==> config.mk <==
export PLATFORM = sky130hd
export DESIGN_NAME = tcm_top
export DESIGN_NICKNAME = d
export VERILOG_FILES = /design/src/hw/tcm_pkg.sv /design/src/hw/tcm_serial_slave.sv /design/src/hw/tcm_top.sv
export SDC_FILE = /design/constraint.sdc
export NUM_CORES = 1
export LEC_CHECK = 0
export ABC_AREA = 1
export ABC_CLOCK_PERIOD_IN_PS = 3200
export BUFFER_PORTS_ARGS = -buffer_cell sky130_fd_sc_hd__buf_2
export CORE_UTILIZATION = 51
export DETAILED_ROUTE_END_ITERATION = 12
export HOLD_SLACK_MARGIN = 0.1
export PLACE_DENSITY_LB_ADDON = 0.1
export SETUP_SLACK_MARGIN = 0.15
export SLEW_MARGIN = 20
export SYNTH_ARGS = -nofsm -noshare
export SYNTH_HDL_FRONTEND = slang
export SYNTH_SLANG_ARGS = --single-unit
==> constraint.sdc <==
create_clock -name CLK -period 3.2 [get_ports CLK]
set_input_delay 0.64 -clock CLK [delete_from_list [all_inputs] [get_ports CLK]]
set_output_delay 0.64 -clock CLK [all_outputs]
set_load 0.01 [all_outputs]
==> src/hw/tcm_pkg.sv <==
// constants and carrier types for the module control and thermal monitor block
// assumes a single 100 MHz clock; pins and the serial bus arrive asynchronously
//
// Overview of operation
// - each control is a P/M pair; undriven reads state 1, state 0 is rx/port1/amp on
// - tx/rx select moves RF and IF switches together; antenna select picks waveguide port
// - separate power and receive amp enables for both modules; first only on primary connector
// - trim input held low advances the potentiometer every 100 ms
// - potentiometer has 64 positions and reverses direction at either end
// - detector output is driven only while the transmit amp is enabled, else released
// - with chained modules only the transmit-active module drives the shared detector line
// - temperature reading is served to a serial master in a sensor-style register format
// - outside the safe range the module shuts down and pulls the alert line low
// - critical and general alert flags share one open-drain alert line across modules
// - critical setpoint is serially writable and resets to 127 degrees
// - readings are 8 bits, 1 degree steps, msb set below zero
// - codes are two's complement, linear from -55 to +125 degrees
// - serial address is 7 bits, one of them set by a factory strap
package tcm_pkg;

	// ****************************************
	// timing
	// ****************************************
	localparam int CLK_HZ = 100_000_000;
	localparam int TRIM_REPEAT_MS = 100;
	localparam int TRIM_REPEAT_CYC = CLK_HZ / 1000 * TRIM_REPEAT_MS;
	localparam int TRIM_DEBOUNCE_US = 20;
	localparam int TRIM_DEBOUNCE_CYC = CLK_HZ / 1_000_000 * TRIM_DEBOUNCE_US;

	// ****************************************
	// potentiometer and temperature
	// ****************************************
	localparam int POT_W = 6;
	localparam logic [5:0] POT_MAX = 6'h3f;
	localparam logic [5:0] POT_MIN = 6'h00;
	localparam logic [5:0] POT_RESET = 6'h20;
	localparam logic [7:0] CRIT_RESET = 8'h7f;
	localparam logic [7:0] LOW_RESET = 8'hc9;
	localparam logic [7:0] TEMP_RESET = 8'h00;

	// ****************************************
	// serial side
	// ****************************************
	localparam logic [6:0] SER_ADDR_DEFAULT = 7'h2a;
	localparam int SER_STRAP_BIT = 0;
	localparam logic [7:0] SP_TEMP = 8'h00;
	localparam logic [7:0] SP_CRIT = 8'h01;
	localparam logic [7:0] SP_LOW = 8'h02;
	localparam logic [7:0] SP_FLAGS = 8'h03;

	// ****************************************
	// control pair lanes
	// ****************************************
	localparam int CTL_N = 6;
	localparam int CI_TXRX = 0;
	localparam int CI_ANT = 1;
	localparam int CI_PA_A = 2;
	localparam int CI_PA_B = 3;
	localparam int CI_RX_A = 4;
	localparam int CI_RX_B = 5;

	// ****************************************
	// host register port
	// ****************************************
	localparam logic [2:0] RA_STATUS = 3'h0;
	localparam logic [2:0] RA_MASK = 3'h1;
	localparam logic [2:0] RA_CONTROL = 3'h2;
	localparam logic [2:0] RA_POT = 3'h3;
	localparam logic [2:0] RA_TEMP = 3'h4;
	localparam logic [2:0] RA_CRIT = 3'h5;
	localparam logic [2:0] RA_LOW = 3'h6;
	localparam int ST_CRIT = 0;
	localparam int ST_LOW = 1;
	localparam int ST_STEP = 2;
	localparam int ST_SERWR = 3;
	localparam logic [3:0] STATUS_RESET = 4'h0;
	localparam logic [3:0] MASK_RESET = 4'h0;

	typedef struct packed {
		logic stb;
		logic [7:0] ptr;
		logic [7:0] data;
	} tcm_swr_t;

	typedef struct packed {
		logic [5:0] state1;
		logic shutdown;
	} tcm_ctl_t;

endpackage : tcm_pkg

==> src/hw/tcm_serial_slave.sv <==
// byte-level two-wire slave for the temperature monitor registers
// assumes scl and sda already pass two flip-flops in the caller's clock
`timescale 1ns/1ps

module tcm_serial_slave
	import tcm_pkg::*;
(
	input wire logic clk,
	input wire logic reset_n,
	input wire logic scl,
	input wire logic sda,
	input wire logic [6:0] dev_addr,
	input wire logic [7:0] rd_data,
	output logic [7:0] ptr,
	output logic sda_oe_n,
	output tcm_swr_t wr
);

	typedef enum logic [2:0] {S_IDLE, S_ADDR, S_ACK, S_WR, S_RD, S_RACK} tcm_ph_t;

	typedef struct packed {
		logic scl_p;
		logic sda_p;
		tcm_ph_t ph;
		logic [3:0] bitc;
		logic [7:0] sh;
		logic rw;
		logic have_ptr;
		logic [7:0] ptr;
		logic pull;
		tcm_swr_t wr;
	} tcm_ss_t;

	tcm_ss_t q, n;

	always_comb begin
		n = q;
		n.scl_p = scl;
		n.sda_p = sda;
		n.wr.stb = 1'b0;
		// data changes only while scl is low, so our own pull never fakes a start
		if (q.scl_p && scl && q.sda_p && !sda) begin
			n.ph = S_ADDR;
			n.bitc = 4'h0;
			n.have_ptr = 1'b0;
			n.pull = 1'b0;
		end else if (q.scl_p && scl && !q.sda_p && sda) begin
			n.ph = S_IDLE;
			n.pull = 1'b0;
		end else if (!q.scl_p && scl) begin
			unique case (q.ph)
				S_ADDR, S_WR: begin
					n.sh = {q.sh[6:0], sda};
					n.bitc = q.bitc + 4'h1;
				end
				S_RD: n.bitc = q.bitc + 4'h1;
				S_RACK: if (sda) n.ph = S_IDLE;
				S_IDLE, S_ACK: ;
			endcase
		end else if (q.scl_p && !scl) begin
			unique case (q.ph)
				S_ADDR: if (q.bitc == 4'h8) begin
					if (q.sh[7:1] == dev_addr) begin
						n.ph = S_ACK;
						n.rw = q.sh[0];
						n.pull = 1'b1;
					end else begin
						n.ph = S_IDLE;
					end
				end
				S_ACK: begin
					n.bitc = 4'h0;
					if (q.rw) begin
						n.ph = S_RD;
						n.sh = rd_data;
						n.pull = !rd_data[7];
					end else begin
						n.ph = S_WR;
						n.pull = 1'b0;
					end
				end
				S_WR: if (q.bitc == 4'h8) begin
					n.ph = S_ACK;
					n.pull = 1'b1;
					if (!q.have_ptr) begin
						n.ptr = q.sh;
						n.have_ptr = 1'b1;
					end else begin
						n.wr.stb = 1'b1;
						n.wr.ptr = q.ptr;
						n.wr.data = q.sh;
					end
				end
				S_RD: if (q.bitc == 4'h8) begin
					n.ph = S_RACK;
					n.pull = 1'b0;
				end else begin
					n.sh = {q.sh[6:0], 1'b0};
					n.pull = !q.sh[6];
				end
				S_RACK: begin
					n.ph = S_RD;
					n.bitc = 4'h0;
					n.sh = rd_data;
					n.pull = !rd_data[7];
				end
				S_IDLE: ;
			endcase
		end
	end

	always_ff @(posedge clk) begin
		if (!reset_n) begin
			q <= '{scl_p: 1'b1, sda_p: 1'b1, ph: S_IDLE, bitc: 4'h0, sh: 8'h00, rw: 1'b0,
				have_ptr: 1'b0, ptr: SP_TEMP, pull: 1'b0, wr: '0};
		end else begin
			q <= n;
		end
	end

	assign ptr = q.ptr;
	assign sda_oe_n = !q.pull;
	assign wr = q.wr;

endmodule : tcm_serial_slave

==> src/hw/tcm_top.sv <==
// control decode, detector trim, thermal monitor and host registers of the module
// assumes pins are asynchronous to CLK; temperature codes arrive from a converter on CLK
//
// Added by the designer: the placing of the registers and the address-and-strobe port.
`timescale 1ns/1ps

module tcm_top
	import tcm_pkg::*;
#(
	parameter int REPEAT_CYC = TRIM_REPEAT_CYC,
	parameter bit PRIMARY_CONNECTOR = 1'b1,
	parameter bit DET_FOLLOWS_B = 1'b0
) (
	input wire logic CLK,
	input wire logic RESET_N,
	input wire logic [CTL_N-1:0] CTL_P,
	input wire logic [CTL_N-1:0] CTL_M,
	input wire logic TRIM_N,
	input wire logic SCL,
	input wire logic SDA_IN,
	output logic SDA_OUT,
	output logic SDA_OE_N,
	input wire logic ADDR_STRAP,
	input wire logic [7:0] TEMP_CODE,
	input wire logic TEMP_VALID,
	input wire logic [2:0] REG_ADDR,
	input wire logic [7:0] REG_WDATA,
	input wire logic REG_WR,
	input wire logic REG_RD,
	output logic [7:0] REG_RDATA,
	output logic RF_SWITCH_TX,
	output logic IF_SWITCH_TX,
	output logic ANT_PORT2,
	output logic PA_A_ON,
	output logic PA_B_ON,
	output logic RX_A_ON,
	output logic RX_B_ON,
	output logic [POT_W-1:0] POT_POSITION,
	output logic POT_UP,
	output logic DET_OE_N,
	output logic SHUTDOWN,
	output logic ALERT_OUT,
	output logic ALERT_OE_N,
	output logic IRQ
);

	localparam int RW = $clog2(REPEAT_CYC + 1);
	localparam int DW = $clog2(TRIM_DEBOUNCE_CYC + 1);
	localparam logic [RW-1:0] REP_LAST = RW'(REPEAT_CYC - 1);
	localparam logic [DW-1:0] DEB_LAST = DW'(TRIM_DEBOUNCE_CYC - 1);

	typedef struct packed {
		logic [CTL_N-1:0] p_s1;
		logic [CTL_N-1:0] p_s2;
		logic [CTL_N-1:0] m_s1;
		logic [CTL_N-1:0] m_s2;
		logic [1:0] trim_s;
		logic [1:0] scl_s;
		logic [1:0] sda_s;
		logic [1:0] strap_s;
		logic trim_db;
		logic [DW-1:0] deb_cnt;
		logic [RW-1:0] rep_cnt;
		logic [POT_W-1:0] pot;
		logic pot_up;
		logic [7:0] temp;
		logic [7:0] crit;
		logic [7:0] low;
		logic crit_flag;
		logic low_flag;
		logic [3:0] status;
		logic [3:0] mask;
		logic irq;
		logic [7:0] rdata;
		logic rf_tx;
		logic if_tx;
		logic ant2;
		logic pa_a;
		logic pa_b;
		logic rx_a;
		logic rx_b;
		logic det_oe_n;
		logic shutdown;
		logic alert_oe_n;
	} tcm_st_t;

	tcm_st_t q, n;
	logic [CTL_N-1:0] state1;
	logic [7:0] ser_rd;
	logic [7:0] ser_ptr;
	logic ser_oe_n;
	tcm_swr_t ser_wr;
	logic [6:0] dev_addr;
	tcm_ctl_t ctl;

	// ****************************************
	// control pair decode
	// ****************************************
	// only a clear low-high pair reads as 0, so an open pair falls to state 1
	generate
		for (genvar i = 0; i < CTL_N; i++) begin : g_pair
			assign state1[i] = !(!q.p_s2[i] && q.m_s2[i]);
		end
	endgenerate

	assign ctl = '{state1: state1, shutdown: q.shutdown};

	// ****************************************
	// serial slave
	// ****************************************
	always_comb begin
		dev_addr = SER_ADDR_DEFAULT;
		dev_addr[SER_STRAP_BIT] = q.strap_s[1];
	end

	always_comb begin
		unique case (ser_ptr)
			SP_TEMP: ser_rd = q.temp;
			SP_CRIT: ser_rd = q.crit;
			SP_LOW: ser_rd = q.low;
			SP_FLAGS: ser_rd = {6'h00, q.low_flag, q.crit_flag};
			default: ser_rd = 8'h00;
		endcase
	end

	tcm_serial_slave u_serial (
		.clk(CLK),
		.reset_n(RESET_N),
		.scl(q.scl_s[1]),
		.sda(q.sda_s[1]),
		.dev_addr(dev_addr),
		.rd_data(ser_rd),
		.ptr(ser_ptr),
		.sda_oe_n(ser_oe_n),
		.wr(ser_wr)
	);

	// ****************************************
	// next state
	// ****************************************
	always_comb begin
		logic step;
		logic [3:0] ev;
		logic [3:0] clr;
		logic hi;
		logic lo;
		step = 1'b0;
		ev = 4'h0;
		clr = 4'h0;
		hi = 1'b0;
		lo = 1'b0;
		n = q;

		// pins pass two flops before anything looks at them
		n.p_s1 = CTL_P;
		n.p_s2 = q.p_s1;
		n.m_s1 = CTL_M;
		n.m_s2 = q.m_s1;
		n.trim_s = {q.trim_s[0], TRIM_N};
		n.scl_s = {q.scl_s[0], SCL};
		n.sda_s = {q.sda_s[0], SDA_IN};
		n.strap_s = {q.strap_s[0], ADDR_STRAP};

		// controls; shutdown forces every amplifier off
		n.rf_tx = ctl.state1[CI_TXRX];
		n.if_tx = ctl.state1[CI_TXRX];
		n.ant2 = ctl.state1[CI_ANT];
		n.pa_a = PRIMARY_CONNECTOR && !ctl.state1[CI_PA_A] && !ctl.shutdown;
		n.rx_a = PRIMARY_CONNECTOR && !ctl.state1[CI_RX_A] && !ctl.shutdown;
		n.pa_b = !ctl.state1[CI_PA_B] && !ctl.shutdown;
		n.rx_b = !ctl.state1[CI_RX_B] && !ctl.shutdown;
		// own transmit amp only, so a chained partner owns the line when it transmits
		n.det_oe_n = DET_FOLLOWS_B ? !n.pa_b : !n.pa_a;

		// trim debounce: a level must hold for the debounce time to count
		if (q.trim_s[1] != q.trim_db) begin
			if (q.deb_cnt == DEB_LAST) begin
				n.trim_db = q.trim_s[1];
				n.deb_cnt = '0;
				n.rep_cnt = '0;
				step = !q.trim_s[1];
			end else begin
				n.deb_cnt = q.deb_cnt + DW'(1);
			end
		end else begin
			n.deb_cnt = '0;
			if (!q.trim_db) begin
				if (q.rep_cnt == REP_LAST) begin
					n.rep_cnt = '0;
					step = 1'b1;
				end else begin
					n.rep_cnt = q.rep_cnt + RW'(1);
				end
			end
		end

		// turn round once an end stop is reached
		if (step) begin
			ev[ST_STEP] = 1'b1;
			if (q.pot_up) begin
				n.pot = q.pot + POT_W'(1);
				if (n.pot == POT_MAX) n.pot_up = 1'b0;
			end else begin
				n.pot = q.pot - POT_W'(1);
				if (n.pot == POT_MIN) n.pot_up = 1'b1;
			end
		end

		// setpoints from the serial master
		if (ser_wr.stb) begin
			ev[ST_SERWR] = 1'b1;
			if (ser_wr.ptr == SP_CRIT) n.crit = ser_wr.data;
			if (ser_wr.ptr == SP_LOW) n.low = ser_wr.data;
		end

		// signed compare, codes are two's complement degrees
		if (TEMP_VALID) begin
			n.temp = TEMP_CODE;
			hi = $signed(TEMP_CODE) >= $signed(n.crit);
			lo = $signed(TEMP_CODE) < $signed(n.low);
			n.crit_flag = hi;
			n.low_flag = lo;
			ev[ST_CRIT] = hi && !q.crit_flag;
			ev[ST_LOW] = lo && !q.low_flag;
		end
		n.shutdown = n.crit_flag || n.low_flag;
		n.alert_oe_n = !(n.crit_flag || n.low_flag);

		// host port
		n.rdata = 8'h00;
		if (REG_WR) begin
			unique case (REG_ADDR)
				RA_STATUS: clr = REG_WDATA[3:0];
				RA_MASK: n.mask = REG_WDATA[3:0];
				RA_CRIT: n.crit = REG_WDATA;
				RA_LOW: n.low = REG_WDATA;
				default: ;
			endcase
		end
		if (REG_RD) begin
			unique case (REG_ADDR)
				RA_STATUS: n.rdata = {4'h0, q.status};
				RA_MASK: n.rdata = {4'h0, q.mask};
				RA_CONTROL: n.rdata = {1'b0, q.shutdown, state1};
				RA_POT: n.rdata = {1'b0, q.pot_up, q.pot};
				RA_TEMP: n.rdata = q.temp;
				RA_CRIT: n.rdata = q.crit;
				RA_LOW: n.rdata = q.low;
				default: n.rdata = 8'h00;
			endcase
		end
		// a new event outranks a clear landing in the same cycle
		n.status = (q.status & ~clr) | ev;
		n.irq = |(n.status & n.mask);
	end

	always_ff @(posedge CLK) begin
		if (!RESET_N) begin
			q <= '{p_s1: '1, p_s2: '1, m_s1: '0, m_s2: '0, trim_s: 2'h3, scl_s: 2'h3,
				sda_s: 2'h3, strap_s: 2'h0, trim_db: 1'b1, deb_cnt: '0, rep_cnt: '0,
				pot: POT_RESET, pot_up: 1'b1, temp: TEMP_RESET, crit: CRIT_RESET,
				low: LOW_RESET, crit_flag: 1'b0, low_flag: 1'b0, status: STATUS_RESET,
				mask: MASK_RESET, irq: 1'b0, rdata: 8'h00, rf_tx: 1'b1, if_tx: 1'b1,
				ant2: 1'b1, pa_a: 1'b0, pa_b: 1'b0, rx_a: 1'b0, rx_b: 1'b0,
				det_oe_n: 1'b1, shutdown: 1'b0, alert_oe_n: 1'b1};
		end else begin
			q <= n;
		end
	end

	// ****************************************
	// outputs
	// ****************************************
	// open-drain lines only ever pull low, so their data is a constant zero
	assign SDA_OUT = 1'b0;
	assign SDA_OE_N = ser_oe_n;
	assign REG_RDATA = q.rdata;
	assign RF_SWITCH_TX = q.rf_tx;
	assign IF_SWITCH_TX = q.if_tx;
	assign ANT_PORT2 = q.ant2;
	assign PA_A_ON = q.pa_a;
	assign PA_B_ON = q.pa_b;
	assign RX_A_ON = q.rx_a;
	assign RX_B_ON = q.rx_b;
	assign POT_POSITION = q.pot;
	assign POT_UP = q.pot_up;
	assign DET_OE_N = q.det_oe_n;
	assign SHUTDOWN = q.shutdown;
	assign ALERT_OUT = 1'b0;
	assign ALERT_OE_N = q.alert_oe_n;
	assign IRQ = q.irq;

endmodule : tcm_top

== After elaboration in Yosys (flattened, before gate mapping) ==
Index checks and enable logic that the tools add are counted.

* Output and inout port bits: 29
* Input port bits: 40
* Register bits: 172

* Reduce and logical (&&, ||, !) cells: 73
* $add $sub $neg: 5
* Bitwise logic cells: 11
* Order comparisons: 2
* Mux-type cells: 65
* Equal/unequal tests: 45

{| class="wikitable"
|+ Operators with widths
! cell !! number
|-
| $mux W27 || 6
|-
| $mux W24 || 4
|-
| $mux W8 || 8
|-
| $pmux W8 S7 || 1
|-
| $mux W43 || 1
|-
| $reduce_and A7 Y1 || 6
|-
| $mux W17 || 2
|-
| $mux W16 || 2
|-
| $pmux W8 S4 || 1
|-
| $mux W28 || 1
|-
| $logic_not A1 Y1 || 25
|-
| $add A24 B1 Y24 const B || 1
|-
| $eq A24 B24 Y1 const B || 1
|-
| $eq A8 B2 Y1 const B || 3
|-
| $mux W4 || 6
|-
| $pmux W8 S3 || 1
|-
| $mux W22 || 1
|-
| $logic_and A1 B1 Y1 || 19
|-
| $mux W3 || 6
|-
| $eq A8 B1 Y1 const B || 2
|-
| $mux W1 || 16
|-
| $eq A3 B3 Y1 const B || 5
|-
| $mux W15 || 1
|-
| $ne A5 B1 Y1 const B || 3
|-
| 47 further kinds || 79
|}

== Longest topological paths before layout ==
Gate-level depths: netlist of the first run.

* Word-level depth: 12
* Mapped depth: 19

== Hierarchy ==
Synthesis of the first run repeated with hierarchy kept, for this count alone.

* Cells, all modules: 1,245
* Area total of the unflattened synthesis: 8,973.6 sq um

{| class="wikitable"
|+ By module, submodules not included
! module !! area an instance (sq um) !! instances !! cells each
|-
| tcm_top || 6,264.8 || 1 || 838
|-
| tcm_serial_slave || 2,708.8 || 1 || 407
|}

== Worst setup path after synthesis of the first run ==
Ideal clock, no wire load.

* Kind: register -> register
* Start point: register u_serial.q (netlist bit u_serial.wr[10])
* End point: register q (netlist bit IRQ)
* Data required time: 3.142 ns
* Stages on the path, launching flop included: 16
* Data arrival time: 2.431 ns
* Setup slack: 0.710 ns
* Path buffers: 1
* Cell sequence: dfxtp_1 > nor3_1 > nand2_1 > clkbuf_1 > o21ai_0 > ha_1 > a21oi_1 > o21ai_0 > nand2_1 > o211ai_1 > or2_2 > nand3_1 > nand2_1 > o21ai_0 > a21oi_1 > nand2_1

* Longest elaborated chain between the ends: 9
* Elaborated cells on any way between the ends: 13
* Those cells by class: order compare: 2; eq/ne: 2; mux: 4; bitwise: 2; reduce/logical: 3

{| class="wikitable"
|+ RTL lines
! element !! RTL line !! RTL
|-
| start: declaration || tcm_serial_slave.sv:34 || <nowiki>tcm_ss_t q, n;</nowiki>
|-
| start signal: assignment || tcm_serial_slave.sv:114 || <nowiki>q <= '{scl_p: 1'b1, sda_p: 1'b1, ph: S_IDLE, bitc: 4'h0, sh: 8'h00, rw: 1'b0,</nowiki>
|-
| start signal: assignment || tcm_serial_slave.sv:117 || <nowiki>q <= n;</nowiki>
|-
| $eq A8 B1 Y1 / $eq A8 B2 Y1 (equally long branches) || tcm_top.sv:212, tcm_top.sv:213 ||
|-
| $mux W8, on equally long branches || tcm_top.sv:212, tcm_top.sv:213 ||
|-
| $mux W16 * || tcm_top.sv:210 || <nowiki>if (ser_wr.stb) begin</nowiki>
|-
| $ge A8 B8 Y1 / $lt A8 B8 Y1 (equally long branches) || tcm_top.sv:219, tcm_top.sv:220 ||
|-
| $logic_and A1 B1 Y1, on equally long branches || tcm_top.sv:223, tcm_top.sv:224 ||
|-
| $mux W2 * || tcm_top.sv:217 || <nowiki>if (TEMP_VALID) begin</nowiki>
|-
| $or A4 B4 Y4 * || tcm_top.sv:253 || <nowiki>n.status = (q.status & ~clr) | ev;</nowiki>
|-
| $and A4 B4 Y4 * || tcm_top.sv:254 || <nowiki>n.irq = |(n.status & n.mask);</nowiki>
|-
| $reduce_or A4 Y1 * || tcm_top.sv:254 ||
|-
| end signal: assignment || tcm_top.sv:259 || <nowiki>q <= '{p_s1: '1, p_s2: '1, m_s1: '0, m_s2: '0, trim_s: 2'h3, scl_s: 2'h3,</nowiki>
|-
| end signal: assignment || tcm_top.sv:267 || <nowiki>q <= n;</nowiki>
|-
| end: declaration || tcm_top.sv:87 || <nowiki>tcm_st_t q, n;</nowiki>
|}

Mark *: on every way between the ends. The rest lies on a longest branch, timed or not.
A chain may end at the register's enable or synchronous reset.

== Final worst setup path of the first run ==
* Start point: register u_serial.q (netlist bit u_serial.wr[14])
* End point: register q (netlist bit IRQ)

The elaborated chain is that of the path after synthesis.

==> summary.md, run 1 <==
| Metric | Value |
|---|---|
| Share of the synthesized area in the top cell type | `between 40 and 50%` |
| Initial core utilization | `52.5%` |
| Async S/R FF share, synth | `0%` |
| Placer Congestion | `between 0.9 and 1` |
| Diodes inserted | `0` |
| Combinational share of power | `under 10%` |
| P_sw | `1240 µW` |
| Initial antenna violation count | `1` |
| Hold crit path type | `primary input to flip-flop` |
| Power Dens Cells | `497 nW/µm²` |
| Max incr delay on CP | `between 0.3 and 0.4 ns` |
| Sw Ratio | `26.5%` |
| Leakage | `around 0.0041 µW` |
| Avg Inst Size Synth | `between 7 and 8 µm²` |
| Crit end category | `flip-flop` |
| Internal Power | `between 3000 and 4000 µW` |
| Tot Pwr | `around 4700 µW` |
| CTS clk-pin slew, worst paths | `roughly 0.08 ns` |
| Crit Path Max Fanout | `16` |
| Data arrival, critical path | `3.05 ns` |
| Nets | `1251` |
| Synth area leaders | `dfxtp_1 (41%), nand2_1 (9.2%), inv_1 (6.7%)` |
| P&R area growth vs syn | `12.4%` |
| Fin. Hold Viols | `0` |
| Slew Viols, Final | `0` |
| Req. time, crit path | `around 3.6 ns` |
| Sequential Power Share | `a little under half` |
| Hold buffers post-CTS | `0` |
| Router iterations before antenna repair | `5` |
| Distinct cell type count after synthesis | `54` |
| Worst slew margin | `a little under three fifths` |
| Port bufs | `66` |
| Initial DRC Count | `about 480` |
| Max-cap viol count | `0` |
| Placed cell count | `around 1400` |
| Avg Vias per Cell | `between 5 and 6` |
| Post-synth top area cell | `dfxtp_1` |
| Period minus WS final | `around 2.7 ns` |
| # IOs | `slightly below 70` |
| Unrepaired setup endpoints after global routing | `false` |
| Die X | `between 100 and 150 µm` |
| Cell family with most CP delay | `simple AND/OR/NAND/NOR gates` |
| Via Count | `roughly 7600` |
| Buf+Inv Stages, Crit Path | `0` |
| Worst-case clock buffer depth | `2` |
| Core ar. | `between 15000 and 20000 µm²` |
| Root Driver | `clkbuf_16` |
| Slew @ Worst Pin | `0.659 ns` |
| DRC Markers | `0` |
| Die extent in y | `130 µm` |
| Hold WS | `a little under 0.4 ns` |
| Status | `finished, final reports clean` |
| Clock latency on the worst-skew pair | `roughly 0.43 ns` |
| Gate Count Post-Synth | `1138` |
| Final non-filler cell total | `about 1400` |
| Clock Skews | `approximately 0.009 ns` |
| Netlist Area Pre-Place | `roughly 8400 µm²` |
| Ratio of cells with drive above 1 in the final layout | `~14%` |
| H-tree depth | `4` |
| First-pass GRT wire length | `34300 µm` |
| Rows | `between 40 and 50` |
| Max Freq | `between 300 and 400 MHz` |
| Most numerous cell in the Yosys netlist | `nand2_1` |
| Worst vdd ir | `slightly below 400 µV` |
| Final ANT Viol Nets | `0` |
| Register bit total from synthesis | `between 150 and 200` |
| Overflow after GRT | `0` |
| Final setup viols | `0` |
| Vias in the first global route | `about 6700` |
| Largest net degree at the start of global routing | `50` |
| Ys flop type | `dfxtp_1` |
| Drt total wl | `between 20000 and 25000 µm` |
| Crit-path slowest cell | `dfxtp_1` |
| Wire length per cell | `about 15 µm` |
| Part of the cycle the worst path needs | `~84%` |
| Full die area | `~17000 µm²` |
| Startpoint types | `flip-flop` |
| Inserted Clock Buffers | `17` |
| CTS resizes | `0` |
| DP Wirelength | `around 16000 µm` |
| Yosys Warn Count | `0` |
| Clock power frac | `46.1%` |
| Critical path type | `flip-flop to flip-flop` |
| Top post-synthesis cells by count | `nand2_1 (205), dfxtp_1 (172), inv_1 (149)` |
| Sequential fraction of the synthesis area | `between 40% and 50%` |
| Crit path cell chain | `nor2_1 > nand2_1 > nor3_1 > nand2_2 > o21ai_1 > ha_1 > a21oi_1 > o21ai_0 > nand2_1 > o211ai_1 > or2_2 > nand3_1 > nand2_1 > o21ai_0 > a21oi_1 > nand2_1` |
| # Post-CTS Setup Buffers | `0` |
| Setup TNS | `0 ns` |
| CTS tree | `yes` |
| Cell mode on critical path | `nand2_1` |
| EDFF count, synth | `0` |
| Clock Sinks | `around 170` |
| GRT Total Usage | `between 20% and 30%` |
==> per-layer routing <==
layer	up-vias	global-route usage, %	routed length (µm)
li1	3864	-	-
met2	192	43.2	10100
met5	-	0	13
met1	3492	35.3	10100
met3	33	3.94	900
met4	2	8.62	357
==> final timing paths <==
path	start	end	slack, ns	cells past startpoint
worst max-delay path	u_serial.wr[14]	IRQ	0.53	16
worst min-delay path	CTL_M[1]	n[105]	0.38	3
worst max register to register	u_serial.wr[14]	IRQ	0.53	16
worst min register to register	q[104]	IF_SWITCH_TX	0.41	1
==> layout make-up <==
type	instances	area (µm²)
clock buffer	17	425
clock inverter	15	215
fill	1561	6560
inverter	168	633
multi-input combinational	750	4050
sequential	172	3440
tap	216	270
timing repair buffer	75	398
==> power by group through the flow <==
stage	clock network [µW]	registers (µW)	logic, µW
2_1_floorplan	0	2260	204
3_3_place_gp	0	2260	306
3_5_place_dp	0	2260	309
5_1_grt	2290	2220	353
6_report	2160	2210	311
4_1_cts	2200	2210	311
==> sequential cells by signal, indices dropped and copies added (netlist names), 6 cells and up <==
name and count:
POT_POSITION 6, REG_RDATA 8, n 16, q 85, u_serial.ptr 8, u_serial.q 20
u_serial.wr 17
==> per-stage QoR <==
step                instance area, µm²  utilization, %  setup slack, ns
global route                      9440            59.0            0.165
global placement                  8790            54.9            0.458
detailed placement                8790            54.9            0.370
CTS                               9430            58.9            0.245
floorplan                         8400               -            0.710
finish                            9440            59.0            0.527
==> cell families after synthesis <==
kind of cell / Yosys count / share of synthesized area (%)
buffers and inverters: 217 / 10.8
adders and majority gates: 27 / 4.02
and+or+nand+nor: 440 / 24.0
AOI/OAI and AO/OA: 262 / 18.0
other: 1 / 0.0447
DFF: 172 / 41.0
xor gates and xnor gates: 16 / 1.67
muxes: 3 / 0.358
==> tightest hold or removal path: stages <==
cell     delay [ns]
buf_2          0.07
nand2_1        0.04
inv_1          0.04
==> cell usage in the layout, fill, tap and decap left out, drive strengths merged, types with 12 or more instances in the layout <==
cell    netlist  layout
nor3         24      24
o21ai        81      81
ha           27      27
a21oi       105     105
buf          27      75
nand2       209     209
nor2         95      95
xor2         12      12
a211oi       14      14
nand4        16      16
dfxtp       172     172
inv         166     173
a221oi       12      12
o22ai        18      18
or2          21      21
clkbuf       22      17
nand3        63      63
(Power assumes the default switching activity.)
==> inputs of run 2 (changes only) <==
--- a/config.mk
+++ b/config.mk
@@ -6,7 +6,7 @@
 export NUM_CORES = 1
 export LEC_CHECK = 0
 export ABC_AREA = 1
-export ABC_CLOCK_PERIOD_IN_PS = 3200
+export ABC_CLOCK_PERIOD_IN_PS = 2200
 export BUFFER_PORTS_ARGS = -buffer_cell sky130_fd_sc_hd__buf_2
 export CORE_UTILIZATION = 51
 export DETAILED_ROUTE_END_ITERATION = 12
==> constraint.sdc (replaced) <==
create_clock -name CLK -period 2.2 [get_ports CLK]
set_input_delay 0.44 -clock CLK [delete_from_list [all_inputs] [get_ports CLK]]
set_output_delay 0.44 -clock CLK [all_outputs]
set_load 0.01 [all_outputs]
==> run 2 against run 1 <==
- the flow now finishes with violations (setup timing)
- clock power rose by 47%
- setup slack lost 0.81 ns
- utilization is 6.1 points higher
- critical path depth is 3 higher
- sequential share of layout area fell by 3.3 points
- first-iteration DRC count rose by 10%
- fmax rose by 7.5%
- cell area rose by 10%
- non-clock buffer count up 56
==> summary.md, run 2 (same netlist as run 1, synthesis figures left out) <==
| Metric | Value |
|---|---|
| Status | `finished with violations` |
| Failing checks | `setup timing` |
| Final ANT Viol Nets | `0 (unchanged)` |
| Avg Vias per Cell | `5.43 (+1.1%)` |
| # IOs | `69 (unchanged)` |
| Setup TNS | `-1.44 ns (-1.44 ns)` |
| Diodes inserted | `0 (unchanged)` |
| Clock latency on the worst-skew pair | `0.44 ns (about the same)` |
| Internal Power | `5070 µW (+47%)` |
| Ratio of cells with drive above 1 in the final layout | `25.8% (+12 points)` |
| Largest net degree at the start of global routing | `58 (+16%)` |
| Hold crit path type | `primary input to flip-flop` |
| Combinational share of power | `7.5% (+0.9 points)` |
| Full die area | `17000 µm² (unchanged)` |
| Unrepaired setup endpoints after global routing | `true` |
| GRT Total Usage | `26.5% (+0.21 points)` |
| Worst slew margin | `59.9% (+3.8 points)` |
| Leakage | `0.00440 µW (+7.9%)` |
| Placer Congestion | `0.924 (-2.6%)` |
| Final setup viols | `7 (+7)` |
| Min-delay src | `CTL_M[5]` |
| Inserted Clock Buffers | `17 (unchanged)` |
| H-tree depth | `4 (unchanged)` |
| Hold Path Sink | `n[109]` |
| Overflow after GRT | `0 (unchanged)` |
| Vias in the first global route | `6824 (+1.5%)` |
| Largest register FFs | `85 (unchanged)` |
| Core ar. | `16000 µm² (unchanged)` |
| Largest register by flop count | `q` |
| Commonest non-fill, non-tap cell in the layout | `nand2_1` |
| Rows | `46 (unchanged)` |
| Most frequent cells in the layout | `nand2_1 (194), dfxtp_1 (162), inv_1 (143)` |
| Design area | `10400 µm² (+10%)` |
| Clock Sinks | `172 (unchanged)` |
| Router iterations before antenna repair | `5 (unchanged)` |
| Req. time, crit path | `2.54 ns (-1.04 ns)` |
| Root Driver | `clkbuf_16` |
| Port bufs | `66 (unchanged)` |
| Crit Path Max Fanout | `8 (-8)` |
| Post-DP Area | `9070 µm² (+3.2%)` |
| Slew @ Worst Pin | `0.586 ns (-0.0724 ns)` |
| Clock Skews | `0.00948 ns (+0.000723 ns)` |
| First-pass GRT wire length | `34300 µm (+0.14%)` |
| PnR worst setup slack | `-0.286 ns (-0.814 ns)` |
| R2R setup slack | `-0.29 ns (-0.81 ns)` |
| Fin. Hold Viols | `0 (unchanged)` |
| P&R area growth vs syn | `24.1%` |
| Slew Viols, Final | `0 (unchanged)` |
| RR Startpoint | `u_serial.wr[14]` |
| Worst-case clock buffer depth | `2 (unchanged)` |
| Sw Ratio | `26.7% (+0.15 points)` |
| Power Dens Cells | `663 nW/µm² (+34%)` |
| Initial antenna violation count | `1 (unchanged)` |
| Initial core utilization | `52.5% (unchanged)` |
| Data arrival, critical path | `2.82 ns (-0.23 ns)` |
| P_sw | `1840 µW (+48%)` |
| Final core occ | `65.1% (+6.1 points)` |
| Worst r2r dst | `ALERT_OE_N` |
| Drt total wl | `23000 µm (+7.2%)` |
| Max Freq | `402 MHz (+7.5%)` |
| Clock power frac | `45.8% (-0.3 points)` |
| CTS clk-pin slew, worst paths | `0.08 ns (about the same)` |
| Die extent in y | `130 µm (unchanged)` |
| Hold Path Depth | `3 (unchanged)` |
| Max-cap viol count | `0 (unchanged)` |
| Startpoint types | `flip-flop` |
| Die X | `130 µm (unchanged)` |
| Wire length per cell | `15.6 µm (+3.0%)` |
| Via Count | `7983 (+5.3%)` |
| Part of the cycle the worst path needs | `113% (+29 points)` |
| Crit end category | `flip-flop` |
| CTS tree | `yes` |
| Worst Reg-to-Reg Cells | `19 (+3)` |
| Worst vdd ir | `615 µV (+59%)` |
| Period minus WS final | `2.49 ns (-0.186 ns)` |
| Sequential Power Share | `46.6% (-0.6 points)` |
| DP Wirelength | `16400 µm (+2.5%)` |
| DRC Markers | `0 (unchanged)` |
| Critical path type | `flip-flop to flip-flop` |
| Initial DRC Count | `526 (+10%)` |
| Nets | `1309 (+4.6%)` |
## run 2: changes by cell type in the layout (fill, tap and decap cells not counted), moves of 8 or more
cell / previous run / this run
o21ai_0: 76 / 63
buf_4: 9 / 53
a21oi_1: 105 / 89
nor2_1: 87 / 76
nand2_2: 4 / 14
nand2_1: 204 / 194
dfxtp_1: 172 / 162
nand3_2: 0 / 15
dfxtp_2: 0 / 8
buf_6: 0 / 8
nand3_1: 63 / 44
a21oi_2: 0 / 15
## run 2: power groups by stage
stage / clock [µW] / combinational, µW / sequential, µW
finish: 3170 / 522 / 3220
floorplan: 0 / 300 / 3280
global route: 3340 / 579 / 3230
global placement: 0 / 472 / 3290
CTS: 3200 / 487 / 3220
detailed placement: 0 / 475 / 3290
## run 2: how the worst max path moves through the flow
stage                     from         end  cells past startpoint
6_report       u_serial.wr[14]  ALERT_OE_N                     19
5_1_grt        u_serial.wr[12]  ALERT_OE_N                     19
4_1_cts        u_serial.wr[14]  ALERT_OE_N                     16
3_5_place_dp   u_serial.wr[14]  ALERT_OE_N                     18
3_3_place_gp   u_serial.wr[14]  ALERT_OE_N                     19
2_1_floorplan  u_serial.wr[13]  ALERT_OE_N                     19
## run 2: cell type report
class / count / area (µm²)
multi-input combinational: 750 / 4510
clock buffer: 18 / 439
timing repair buffer: 131 / 878
fill: 1449 / 5580
inverter: 168 / 659
timing repair inverter: 2 / 13.8
clock inverter: 14 / 189
sequential: 172 / 3460
tap: 216 / 270
## run 2: worst max-delay path: stages (launching register included)
cell and delay, ns:
dfxtp_2 0.33, nor2_2 0.13, nand2_2 0.08, nor3_2 0.12
nand2_2 0.09, buf_6 0.15, nand2_2 0.07, o21ai_2 0.06
ha_1 0.32, a21oi_2 0.16, o21ai_1 0.07, nand2_1 0.06
o211ai_1 0.10, or2_4 0.24, nand3_2 0.07, nand2_2 0.07
nand2_2 0.07, inv_2 0.05, nor2_4 0.10, nor2_1 0.05
## run 2: what timing repair did
item	4_1_cts	5_1_grt
pin swaps	13	44
setup endpoints to repair	12	71
resized for setup	31	121
buffers inserted	1	18
hold buffers	0	0
gates cloned	3	2
## run 2: per-layer routing
| metal | track usage, % | vias up | part of all wire, % |
|---|---|---|---|
| li1 | - | 3988 | - |
| met3 | 4.63 | 56 | 4.9 |
| met2 | 44.6 | 246 | 49 |
| met4 | 11.3 | 2 | 2.7 |
| met1 | 33.4 | 3691 | 44 |
| met5 | 0 | - | 0.048 |
## run 2: per-stage QoR
step | worst slack [ns] | cells | hold WS (ns) | total power [µW]
after floorplan | -0.137 | 1139 | 0.381 | 3580
after global placement | -0.254 | 1415 | 0.392 | 3770
after detailed placement | -0.309 | 1415 | 0.392 | 3770
after CTS | -0.238 | 1451 | 0.164 | 6910
after global routing | -0.444 | 1471 | 0.170 | 7140
final | -0.286 | 1471 | 0.171 | 6910
